`config.mk`:
```
export PLATFORM = sky130hd
export DESIGN_NAME = acp_ctrl
export DESIGN_NICKNAME = d
export VERILOG_FILES = /design/src/design/acp_pkg.sv /design/src/design/acp_sync3.sv /design/src/design/acp_sclk_gen.sv /design/src/design/acp_ctrl.sv
export SDC_FILE = /design/constraint.sdc
export NUM_CORES = 1
export LEC_CHECK = 0
export BUFFER_PORTS_ARGS = -buffer_cell sky130_fd_sc_hd__buf_4
export CAP_MARGIN = 20
export CORE_MARGIN = 4
export CORE_UTILIZATION = 60
export DETAILED_ROUTE_END_ITERATION = 8
export GPL_TIMING_DRIVEN = 0
export PLACE_DENSITY = 0.8
export SETUP_SLACK_MARGIN = 0.5
export SLEW_MARGIN = 0
export SYNTH_ARGS = -nofsm -noshare
export SYNTH_HDL_FRONTEND = slang
export SYNTH_HIERARCHICAL = 1
export SYNTH_SLANG_ARGS = --single-unit
export TNS_END_PERCENT = 30
```
`constraint.sdc`:
```
create_clock -name clock_in -period 8.2 [get_ports clock_in]
set_input_delay 0.41 -clock clock_in [delete_from_list [all_inputs] [get_ports clock_in]]
set_output_delay 0.41 -clock clock_in [all_outputs]
set_load 0.05 [all_outputs]
```
`src/design/acp_pkg.sv`:
```
// Constants, register map and types for the converter serial-port controller.
// Assumes nothing beyond a SystemVerilog-2012 compiler.
package acp_pkg;
   // Own APB register byte offsets
   localparam logic [11:0] ACP_OFF_CMD     = 12'h000;
   localparam logic [11:0] ACP_OFF_WDATA   = 12'h004;
   localparam logic [11:0] ACP_OFF_STATUS  = 12'h008;
   localparam logic [11:0] ACP_OFF_RDATA   = 12'h00C;
   localparam logic [11:0] ACP_OFF_CFG     = 12'h010;
   // Command register fields
   localparam int ACP_CMD_GO_BIT   = 31;
   localparam int ACP_CMD_OP_LSB   = 24;
   localparam int ACP_CMD_LEN_LSB  = 8;
   localparam int ACP_CMD_REG_LSB  = 0;
   // Operation codes
   localparam logic [1:0] ACP_OP_WRITE = 2'h0;
   localparam logic [1:0] ACP_OP_READ  = 2'h1;
   localparam logic [1:0] ACP_OP_RESET = 2'h2;
   // Config register fields
   localparam int ACP_CFG_THREE_WIRE = 0;
   localparam int ACP_CFG_WAIT_RDY   = 1;
   // Status bits
   localparam int ACP_ST_BUSY  = 0;
   localparam int ACP_ST_RDY_N = 1;
   // Device register map (far side)
   localparam logic [5:0] ACP_DEV_COMMS        = 6'h00;
   localparam logic [5:0] ACP_DEV_CONV_CONTROL = 6'h01;
   localparam logic [5:0] ACP_DEV_DATA         = 6'h02;
   localparam logic [5:0] ACP_DEV_BIAS_PIN     = 6'h04;
   localparam logic [15:0] ACP_CONV_CONTROL_RST = 16'h0000;
   localparam logic [15:0] ACP_BIAS_PIN_RST     = 16'h0000;
   localparam int ACP_COMMS_RD_BIT = 6;
   // Serial framing
   localparam int ACP_RESET_ONES = 64;
   localparam int ACP_CLK_NS     = 4;
   localparam int ACP_GAP_NS     = 100;
   localparam int ACP_GAP_CYC    = (ACP_GAP_NS + ACP_CLK_NS - 1) / ACP_CLK_NS;
   localparam int ACP_HALF_DIV   = 6;
   localparam logic [31:0] ACP_ZERO32 = 32'h0000_0000;
   localparam logic [31:0] ACP_UNMAPPED = 32'h0000_0000;

   typedef enum logic [6:0] {
      ACP_IDLE  = 7'b0000001,
      ACP_WAITR = 7'b0000010,
      ACP_LOAD  = 7'b0000100,
      ACP_LOW   = 7'b0001000,
      ACP_HIGH  = 7'b0010000,
      ACP_END   = 7'b0100000,
      ACP_GAP   = 7'b1000000
   } acp_state_t;
endpackage : acp_pkg

```
`src/design/acp_sync3.sv`:
```
// Three-stage input synchroniser with agreement filter.
// Assumes an asynchronous input; output changes when stages 2 and 3 agree.
`timescale 1ns/100ps
module acp_sync3 (
   // Clock and reset
   input  wire logic clock_in,
   input  wire logic sys_rst_in,
   input  wire logic clk_en_in,
   // Data
   input  wire logic async_in,
   output logic      sync_out
);
   typedef struct packed {
      logic s1;
      logic s2;
      logic s3;
      logic q;
   } acp_sync_t;
   acp_sync_t st_r, st_nxt;

   // First stage feeds only the second
   always_comb begin
      st_nxt    = st_r;
      st_nxt.s1 = async_in;
      st_nxt.s2 = st_r.s1;
      st_nxt.s3 = st_r.s2;
      if (st_r.s2 == st_r.s3) begin
         st_nxt.q = st_r.s3;
      end
   end

   // Idle-high reset matches a released data-ready line
   always_ff @(posedge clock_in or posedge sys_rst_in) begin
      if (sys_rst_in) begin
         st_r <= '1;
      end else if (clk_en_in) begin
         st_r <= st_nxt;
      end
   end
   assign sync_out = st_r.q;
endmodule : acp_sync3

```
`src/design/acp_sclk_gen.sv`:
```
// Serial clock divider: one pulse per half period of the link clock.
// Assumes the main controller holds it running for a whole frame.
`timescale 1ns/100ps
module acp_sclk_gen #(
   parameter int HALF_DIV = acp_pkg::ACP_HALF_DIV
) (
   // Clock and reset
   input  wire logic clock_in,
   input  wire logic sys_rst_in,
   input  wire logic clk_en_in,
   // Control
   input  wire logic run_in,
   output logic      tick_out
);
   import acp_pkg::*;
   typedef struct packed {
      logic [7:0] cnt;
      logic       tick;
   } acp_div_t;
   acp_div_t st_r, st_nxt;

   initial begin
      if (HALF_DIV < 2 || HALF_DIV > 255) $error("HALF_DIV out of range");
   end

   // Counter restarts whenever run drops
   always_comb begin
      st_nxt      = st_r;
      st_nxt.tick = 1'b0;
      if (!run_in) begin
         st_nxt.cnt = 8'h00;
      end else if (st_r.cnt == 8'(HALF_DIV - 1)) begin
         st_nxt.cnt  = 8'h00;
         st_nxt.tick = 1'b1;
      end else begin
         st_nxt.cnt = st_r.cnt + 8'h01;
      end
   end

   always_ff @(posedge clock_in or posedge sys_rst_in) begin
      if (sys_rst_in) begin
         st_r <= '0;
      end else if (clk_en_in) begin
         st_r <= st_nxt;
      end
   end
   assign tick_out = st_r.tick;
endmodule : acp_sclk_gen

```
`src/design/acp_ctrl.sv`:
```
// Host-side controller for the converter's four-wire serial port, APB slave.
// Assumes APB from the same clock; converter pins are asynchronous to it.
//
// Our own choice: register access over APB.
`timescale 1ns/100ps
// Summary of operation
// - Clocked diagnostics enabled outside standby only
// - Power-down only entered from standby
// - Wake: 64 clocks, select low, input high
// - Poll power-on flag before register access (controller starts accesses without polling it)
// - Each access opens with communications write
// - Rereads allowed; streaming words read once
// - Idle gap between consecutive transactions
// - Three-wire mode polls status ready bit (controller waits on the data-ready pin instead, when the cfg wait bit is set)
// - Serial clock rests high between transfers
// - Error diagnostics need select-framed accesses
module acp_ctrl
   import acp_pkg::*;
#(
   parameter int GAP_CYC  = ACP_GAP_CYC,
   parameter int HALF_DIV = ACP_HALF_DIV
) (
   // Clock, enable, reset
   input  wire logic        clock_in,
   input  wire logic        sys_rst_in,
   input  wire logic        clk_en_in,
   // APB slave
   input  wire logic        psel_in,
   input  wire logic        penable_in,
   input  wire logic        pwrite_in,
   input  wire logic [11:0] paddr_in,
   input  wire logic [31:0] pwdata_in,
   output logic [31:0]      prdata_out,
   output logic             pready_out,
   output logic             pslverr_out,
   // Converter serial port
   output logic             cs_n_out,
   output logic             sclk_out,
   output logic             din_out,
   input  wire logic        dout_rdy_n_in
);
   import acp_pkg::*;

   // Synced sample must land inside the low phase, so the divider has a floor
   initial begin
      if (GAP_CYC < 1 || GAP_CYC > 65535) $error("GAP_CYC out of range");
      if (HALF_DIV < 6) $error("HALF_DIV too small for synced sampling");
   end

   typedef struct packed {
      acp_state_t  state;
      logic [31:0] cmd;
      logic [31:0] wdata;
      logic [31:0] rdata;
      logic [1:0]  cfg;
      logic [39:0] shreg;
      logic [6:0]  bits;
      logic [15:0] gap;
      logic        cs_n;
      logic        sclk;
      logic        din;
      logic [31:0] prdata;
      logic        pready;
      logic        pslverr;
   } acp_ctrl_t;
   acp_ctrl_t st_r, st_nxt;

   logic rdy_n_sync;
   logic tick;
   logic run;
   logic apb_setup;

   // Data-ready line is asynchronous: three stages
   acp_sync3 u_sync (
      .clock_in   (clock_in),
      .sys_rst_in (sys_rst_in),
      .clk_en_in  (clk_en_in),
      .async_in   (dout_rdy_n_in),
      .sync_out   (rdy_n_sync)
   );

   assign run = (st_r.state == ACP_LOW) || (st_r.state == ACP_HIGH);

   acp_sclk_gen #(
      .HALF_DIV (HALF_DIV)
   ) u_sclk (
      .clock_in   (clock_in),
      .sys_rst_in (sys_rst_in),
      .clk_en_in  (clk_en_in),
      .run_in     (run),
      .tick_out   (tick)
   );

   // Bit count of a whole frame, command byte included
   function automatic logic [6:0] acp_frame_bits(input logic [31:0] c);
      logic [1:0] op;
      op = c[ACP_CMD_OP_LSB +: 2];
      if (op == ACP_OP_RESET) begin
         acp_frame_bits = 7'(ACP_RESET_ONES);
      end else begin
         acp_frame_bits = 7'd8 + {1'b0, c[ACP_CMD_LEN_LSB +: 6]};
      end
   endfunction : acp_frame_bits

   assign apb_setup = psel_in && !penable_in;

   always_comb begin
      st_nxt         = st_r;
      st_nxt.pready  = 1'b0;
      st_nxt.pslverr = 1'b0;

      // APB: answer one cycle after setup, address decode
      if (apb_setup) begin
         st_nxt.pready = 1'b1;
         st_nxt.prdata = ACP_ZERO32;
         if (paddr_in == ACP_OFF_CMD) begin
            st_nxt.prdata = st_r.cmd;
            if (pwrite_in && st_r.state == ACP_IDLE) begin
               st_nxt.cmd = pwdata_in;
            end
         end else if (paddr_in == ACP_OFF_WDATA) begin
            st_nxt.prdata = st_r.wdata;
            if (pwrite_in) begin
               st_nxt.wdata = pwdata_in;
            end
         end else if (paddr_in == ACP_OFF_STATUS) begin
            st_nxt.prdata[ACP_ST_BUSY]  = (st_r.state != ACP_IDLE);
            st_nxt.prdata[ACP_ST_RDY_N] = rdy_n_sync;
         end else if (paddr_in == ACP_OFF_RDATA) begin
            st_nxt.prdata = st_r.rdata;
         end else if (paddr_in == ACP_OFF_CFG) begin
            st_nxt.prdata = {30'h0000_0000, st_r.cfg};
            if (pwrite_in) begin
               st_nxt.cfg = pwdata_in[1:0];
            end
         end else begin
            st_nxt.prdata  = ACP_UNMAPPED;
            st_nxt.pslverr = 1'b1;
         end
      end

      // Serial engine
      case (st_r.state)
         ACP_IDLE: begin
            st_nxt.sclk = 1'b1;
            st_nxt.din  = 1'b1;
            st_nxt.cs_n = !st_r.cfg[ACP_CFG_THREE_WIRE] ? 1'b1 : 1'b0;
            if (st_r.cmd[ACP_CMD_GO_BIT]) begin
               if (st_r.cfg[ACP_CFG_WAIT_RDY]) begin
                  st_nxt.state = ACP_WAITR;
               end else begin
                  st_nxt.state = ACP_LOAD;
               end
            end
         end
         ACP_WAITR: begin
            // Wait for data-ready low before fetching the word
            if (!rdy_n_sync) begin
               st_nxt.state = ACP_LOAD;
            end
         end
         ACP_LOAD: begin
            st_nxt.cs_n = 1'b0;
            st_nxt.bits = acp_frame_bits(st_r.cmd);
            if (st_r.cmd[ACP_CMD_OP_LSB +: 2] == ACP_OP_RESET) begin
               st_nxt.shreg = '1;
            end else begin
               // Command byte first, then payload left-aligned
               st_nxt.shreg = {1'b0,
                  (st_r.cmd[ACP_CMD_OP_LSB +: 2] == ACP_OP_READ),
                  st_r.cmd[ACP_CMD_REG_LSB +: 6],
                  st_r.wdata};
            end
            st_nxt.rdata = ACP_ZERO32;
            st_nxt.state = ACP_LOW;
         end
         ACP_LOW: begin
            // Falling edge: drive next bit, MSB first
            st_nxt.sclk = 1'b0;
            st_nxt.din  = st_r.shreg[39];
            if (tick) begin
               // Sample before the rising edge: the device may switch soon after it
               st_nxt.rdata = {st_r.rdata[30:0], rdy_n_sync};
               st_nxt.state = ACP_HIGH;
            end
         end
         ACP_HIGH: begin
            st_nxt.sclk = 1'b1;
            if (tick) begin
               // Ones fill from the right so a reset frame stays all ones
               st_nxt.shreg = {st_r.shreg[38:0], 1'b1};
               st_nxt.bits  = st_r.bits - 7'd1;
               if (st_r.bits == 7'd1) begin
                  st_nxt.state = ACP_END;
               end else begin
                  st_nxt.state = ACP_LOW;
               end
            end
         end
         ACP_END: begin
            // Frame done; rdata holds the last bits taken in
            st_nxt.cs_n  = !st_r.cfg[ACP_CFG_THREE_WIRE] ? 1'b1 : 1'b0;
            st_nxt.din   = 1'b1;
            st_nxt.cmd[ACP_CMD_GO_BIT] = 1'b0;
            st_nxt.gap   = 16'(GAP_CYC);
            st_nxt.state = ACP_GAP;
         end
         ACP_GAP: begin
            // Enforced quiet time before the next frame
            st_nxt.gap = st_r.gap - 16'h0001;
            if (st_r.gap == 16'h0001) begin
               st_nxt.state = ACP_IDLE;
            end
         end
         default: begin
            st_nxt.state = ACP_IDLE;
         end
      endcase
   end

   // One register stage for all state and outputs
   always_ff @(posedge clock_in or posedge sys_rst_in) begin
      if (sys_rst_in) begin
         st_r       <= '0;
         st_r.state <= ACP_IDLE;
         st_r.cs_n  <= 1'b1;
         st_r.sclk  <= 1'b1;
         st_r.din   <= 1'b1;
      end else if (clk_en_in) begin
         st_r <= st_nxt;
      end
   end

   assign prdata_out  = st_r.prdata;
   assign pready_out  = st_r.pready;
   assign pslverr_out = st_r.pslverr;
   assign cs_n_out    = st_r.cs_n;
   assign sclk_out    = st_r.sclk;
   assign din_out     = st_r.din;
endmodule : acp_ctrl

```
# After elaboration in Yosys (flattened, before gate mapping)

Index checks and enable logic that the tools add are counted.

$add $sub $neg: 4
Bitwise logic cells: 4
Mux-type cells: 42
Reduce and logical (&&, ||, !) cells: 29
Equality and inequality tests: 23

Operators with widths:

| operator                                              | number |
|---|---|
| two-way mux 32 bit                                    | 9 |
| one-hot mux 47 bit (2 select lines)                   | 1 |
| two-way mux 64 bit                                    | 1 |
| one-hot mux 32 bit (2 select lines)                   | 1 |
| one-hot mux 7 bit (7 select lines)                    | 1 |
| two-way mux 47 bit                                    | 1 |
| two-way mux 7 bit                                     | 6 |
| two-way mux 40 bit                                    | 1 |
| one-hot mux 16 bit (2 select lines)                   | 1 |
| two-way mux 30 bit                                    | 1 |
| equality test 12 x 4 -> 1 bit (second input constant) | 2 |
| nonzero test 2 bit                                    | 9 |
| equality test 16 x 1 -> 1 bit (second input constant) | 1 |
| two-way mux 8 bit                                     | 2 |
| subtractor 16 x 1 -> 16 bit (second input constant)   | 1 |
| equality test 7 x 1 -> 1 bit (second input constant)  | 2 |
| equality test 12 x 3 -> 1 bit (second input constant) | 1 |
| equality test 12 x 5 -> 1 bit (second input constant) | 1 |
| logical NOT 12 bit                                    | 1 |
| AND reduction 2 bit                                   | 6 |
| two-way mux 1 bit                                     | 9 |
| adder 8 x 1 -> 8 bit (second input constant)          | 1 |
| equality test 8 x 3 -> 1 bit (second input constant)  | 1 |
| AND reduction 4 bit                                   | 2 |
| 27 further kinds                                      | 40 |

Logic and storage cells: 123
Bits in registers: 218
Bits of input ports: 51

# Depth between registers and ports, before layout

Depth in word-level cells: 7
Gate-level depth with buffers: 10
Mapped depth without buffers: 6

# Hierarchy

Netlist, hierarchy kept.

By module, submodules not included:

| module       | cells each | times used | area an instance (um^2) | seq. area each (um^2) |
|---|---|---|---|---|
| acp_ctrl     | 1,025      | 1          | 10,112.2                | 5,134.9 |
| acp_sclk_gen | 52         | 1          | 526.8                   | 225.2 |
| acp_sync3    | 13         | 1          | 163.9                   | 105.1 |

# Worst setup path after synthesis

OpenSTA, ideal clock, no wires.

Path kind: reg-to-reg
Start: reg st_r[202] (netlist bit)
End: reg st_r[175] (netlist bit)
Data arrival time: 2,557 ps
Required time: 8,075 ps
Buffers on the path: 4
Stages on the path, launching flop included: 9
Setup slack: 5,518 ps
Cells stage by stage: dfrtp_1 -> buf_6 -> or4_4 -> or3_1 -> buf_2 -> or4_4 -> buf_6 -> buf_12 -> mux2_4

Cells in the longest elaborated chain, start to end: 3

Ends and longest elaborated chain:

| element                       | RTL line        | RTL |
|---|---|---|
| start: declaration            | acp_ctrl.sv:66  | `acp_ctrl_t st_r, st_nxt;` |
| start signal: assignment      | acp_ctrl.sv:230 | `st_r <= st_nxt;` |
| equality test 7 x 1 -> 1 bit  | acp_ctrl.sv:118 | `if (pwrite_in && st_r.state == ACP_IDLE) begin` |
| logical AND 1 bit             | acp_ctrl.sv:118 |  |
| AND reduction 4 bit (no line) | n/a             |  |

No other way between the ends.
A chain may end at the register's enable or synchronous reset.

# Worst setup path in the final report

Start: reg st_r[201] (netlist bit)
End: reg u_sclk/st_r[5] (netlist bit)

Cells in the longest elaborated chain, start to end: 3

Ends and longest elaborated chain:

| element                                                                      | RTL line           | RTL |
|---|---|---|
| equality test 7 x 4 -> 1 bit or equality test 7 x 5 -> 1 bit (tied branches) | acp_ctrl.sv:82     | `assign run = (st_r.state == ACP_LOW) \|\| (st_r.state == ACP_HIGH);` |
| logical OR 1 bit *                                                           | acp_ctrl.sv:82     |  |
| via run                                                                      | acp_ctrl.sv:70     | `logic run;` |
| two-way mux 8 bit *                                                          | acp_sclk_gen.sv:30 | `if (!run_in) begin` |
| end signal: assignment                                                       | acp_sclk_gen.sv:44 | `st_r <= st_nxt;` |
| end: declaration                                                             | acp_sclk_gen.sv:20 | `acp_div_t st_r, st_nxt;` |

Mark *: on every way through the listed nets, which the timed path passes. The rest lies on a longest branch.

==> flow_metrics.py <==
metrics = {
    "power_and_ir_drop": {
        "clkPwrFrac": 0.366,
        "power_density_nw_per_um2": 219,
        "total_leakage_power_nw": 6.03,
        "p_seq_frac": 0.445,
        "switching_share": 0.296,
        "power.net_switching_mw": 0.810,
        "ir_drop_uv": 189,
        "p_int_mw": 1.93,
        "pwr-share-comb": 0.189,
        "power_mw": 2.74,
    },
    "sta": {
        "worst_hold_slack_ns": 0.142,
        "setup_slack_ns": 5.01,
        "fin_crit_sh": 0.389,
        "setup_viol": 0,
        "hold_viol_final": 0,
        "fmax_mhz": 314,
        "max_slew_margin": 0.304,
        "final.min_clock_period_ns": 3.19,
        "tightest_slew_ns": 1.04,
        "finalMaxSlewViolations": 0,
        "rsz0062_at_grt": "no",
        "skew_ns": 0.00780,
        "fin_setup_tns_ns": 0,
    },
    "floorplan": {
        "dieWidth_um": 142,
        "dieArea_um2": 20200,
        "std_cell_rows": 48,
        "pin_count": 88,
        "start_util": 0.618,
        "fp.dieH_um": 142,
        "core_um2": 17500,
    },
    "finish": {
        "final_util": 0.716,
        "drive_gt1_frac": 0.206,
        "antenna_cells": 0,
        "num-nets-final": 1264,
        "synthToLayoutAreaGrowth_pct": 15.8,
    },
    "global_routing": {
        "grt_pass1_vias": 8162,
        "grt_pass1_wl_mm": 42.6,
        "grt_max_degree": 133,
        "grt.total_usage": 0.259,
        "overflow": 0,
        "antenna_found_initial": 0,
    },
    "placement": {
        "gp_congestion": 0.945,
        "dp_hpwl_mm": 18.4,
        "io_buffer_count": 87,
        "detailedPlace.worstSlack_ns": 4.91,
    },
    "clock_tree": {
        "cts_max_path_buffers": 3,
        "cts-htree-levels": 1,
        "cts_tree": "done",
        "clk_pin_slew_worst_paths_ns": 0.06,
        "cts_root_buf": "clkbuf_16",
        "insertion_delay_ns": 0.50,
        "cts.sinks": 218,
        "cts_made_buffers": 23,
        "postCtsSetupBuffers": 0,
        "cts_resized": 0,
    },
    "logic_synthesis": {
        "synthArstFlopShare": 1.00,
        "synthCells": 1090,
        "synth.area.top_cells": "dfrtp_1, nand2_1, mux2_2, mux2_4, o21ai_0",
        "yosysMostFrequentCell": "dfrtp_1",
        "synth.distinct_cells": 65,
        "synth-seq-area-share": 0.506,
        "yosysWarnings": 6,
        "netlist_area_um2": 10800,
        "syn_nets": 1149,
        "avgSynthCellArea_um2": 9.91,
        "ys_seq_elements": 218,
        "synth.top_cell.area_share": 0.486,
        "yosys-top-cells-count": "dfrtp_1, nand2_1, nor2_1",
        "yosysTopAreaCell": "dfrtp_1",
        "synth-edff-count": 0,
        "synth-main-ff-cell": "dfrtp_1",
    },
    "drt": {
        "vias": 8629,
        "drc_errors": 0,
        "wl_mm": 26.0,
        "ant_nets": 0,
        "avgRoutedWirePerCell_um": 18.0,
        "drtIter0Drc": 812,
        "first_pass_iters": 5,
        "vias_per_cell": 5.98,
    },
    "flow_run": {
        "maxCapViolations": 0,
    },
    "min_path": {
        "hold_class": "input port to register",
    },
    "worst_setup_path": {
        "ff2ff_setup_slack_ns": 5.01,
        "critPathRequiredTime_ns": 8.64,
        "worstSetupStartpointType": "register",
        "critPathKind": "register to register",
        "arrival_ns": 3.63,
        "crit_path_max_fanout": 10,
        "endpoint_kind": "register",
    },
    "outcome": {
        "outcome": "finished clean",
    },
}
## layout by cell type, fill, tap and decap left out, drive strengths merged, types with 4 or more instances in the layout
cell,netlist,final
and3,7,7
o22ai,6,6
nand3,11,11
nand2,156,156
o41ai,4,4
a211o,4,4
mux2i,38,38
o21ai,82,82
nand2b,6,6
mux2,68,68
nor3,50,50
clkbuf,63,99
inv,25,26
or4,14,14
a21oi,59,59
a31oi,6,6
buf,45,134
and2,5,5
nor4,7,7
or2,4,4
dfrtp,210,210
nor2b,6,6
ha,8,8
o31ai,50,50
a21o,5,5
dfstp,8,8
nor2,83,83
nand4,6,6
or3,8,8
## flip-flops by register name, indices dropped and copies added (netlist names), 2 cells and up
signal and flops:
u_sync/st_nxt 2, st_r 168, u_sclk/st_r 8, prdata_out 32
## critical path: stages, from the launching register on
cell and delay (ns):
dfrtp_1 0.44, clkbuf_1 0.23, nor3b_1 0.69, nand2_1 0.38, clkbuf_1 0.37, nand2_1 0.26, a21bo_1 0.24, buf_6 0.14
nor4_1 0.25, a211o_1 0.14
## power groups by stage
| stage | Clock (mW) | Sequential, mW | Combinational (mW) |
|---|---|---|---|
| global route | 1.06 | 1.22 | 0.570 |
| detailed placement | 0 | 1.23 | 0.508 |
| global placement | 0 | 1.23 | 0.496 |
| floorplan | 0 | 1.24 | 0.343 |
| finish | 1.00 | 1.22 | 0.517 |
| CTS | 1.02 | 1.22 | 0.513 |
## what timing repair did
| action | 4_1_cts | 5_1_grt |
|---|---|---|
| endpoints found under the setup margin | 0 | 0 |
| endpoints found under the hold margin | 39 | 0 |
| hold buffers | 1 | 0 |
## cell type report
type | count | area (um2)
buffer | 108 | 607
clock inverter | 3 | 43.8
fill | 1330 | 4970
multi-input combinational | 738 | 4630
sequential | 218 | 5470
inverter | 26 | 105
clock buffer | 36 | 674
timing repair buffer | 90 | 696
tap | 225 | 282
## per-layer routing
metal  wire length [um]  part of all wire  GRT usage  vias to the layer above
met5                  0                 0          0                        -
met4                467             0.018     0.0606                        0
met3               1940             0.074     0.0420                       43
met2              12000              0.46      0.403                      317
met1              11600              0.45      0.385                     4215
li1                   -                 -          -                     4054
## path summary, 6_finish.rpt
check / start / end / depth (start not counted)
worst max-delay path: st_r[201]$_DFFE_PP0P_ / u_sclk/st_r[5]$_DFFE_PP0P_ / 9
worst min-delay path: clk_en_in / u_sync/st_r[1]$_DFFE_PP1P_ / 2
max in group asynchronous: sys_rst_in / st_r[106]$_DFFE_PP0P_ / 4
min in group asynchronous: sys_rst_in / u_sclk/st_r[5]$_DFFE_PP0P_ / 3
worst min register to register: st_r[77]$_DFFE_PP0P_ / st_r[77]$_DFFE_PP0P_ / 2
worst max register to register: st_r[201]$_DFFE_PP0P_ / u_sclk/st_r[5]$_DFFE_PP0P_ / 9
## stage by stage
stage | instance area (um2) | instances
floorplan | 10800 | 1090
global placement | 11700 | 1402
detailed placement | 11800 | 1404
CTS | 12500 | 1444
global route | 12500 | 1444
finish | 12500 | 1444
## cells by family after synthesis
kind of cell | share of synthesized area
fa+ha+maj | 0.00927
flops | 0.506
xor+xnor | 0.00243
buf+inv | 0.0652
simple gates | 0.165
mux | 0.116
compound gates | 0.136
(Power assumes the default switching activity.)
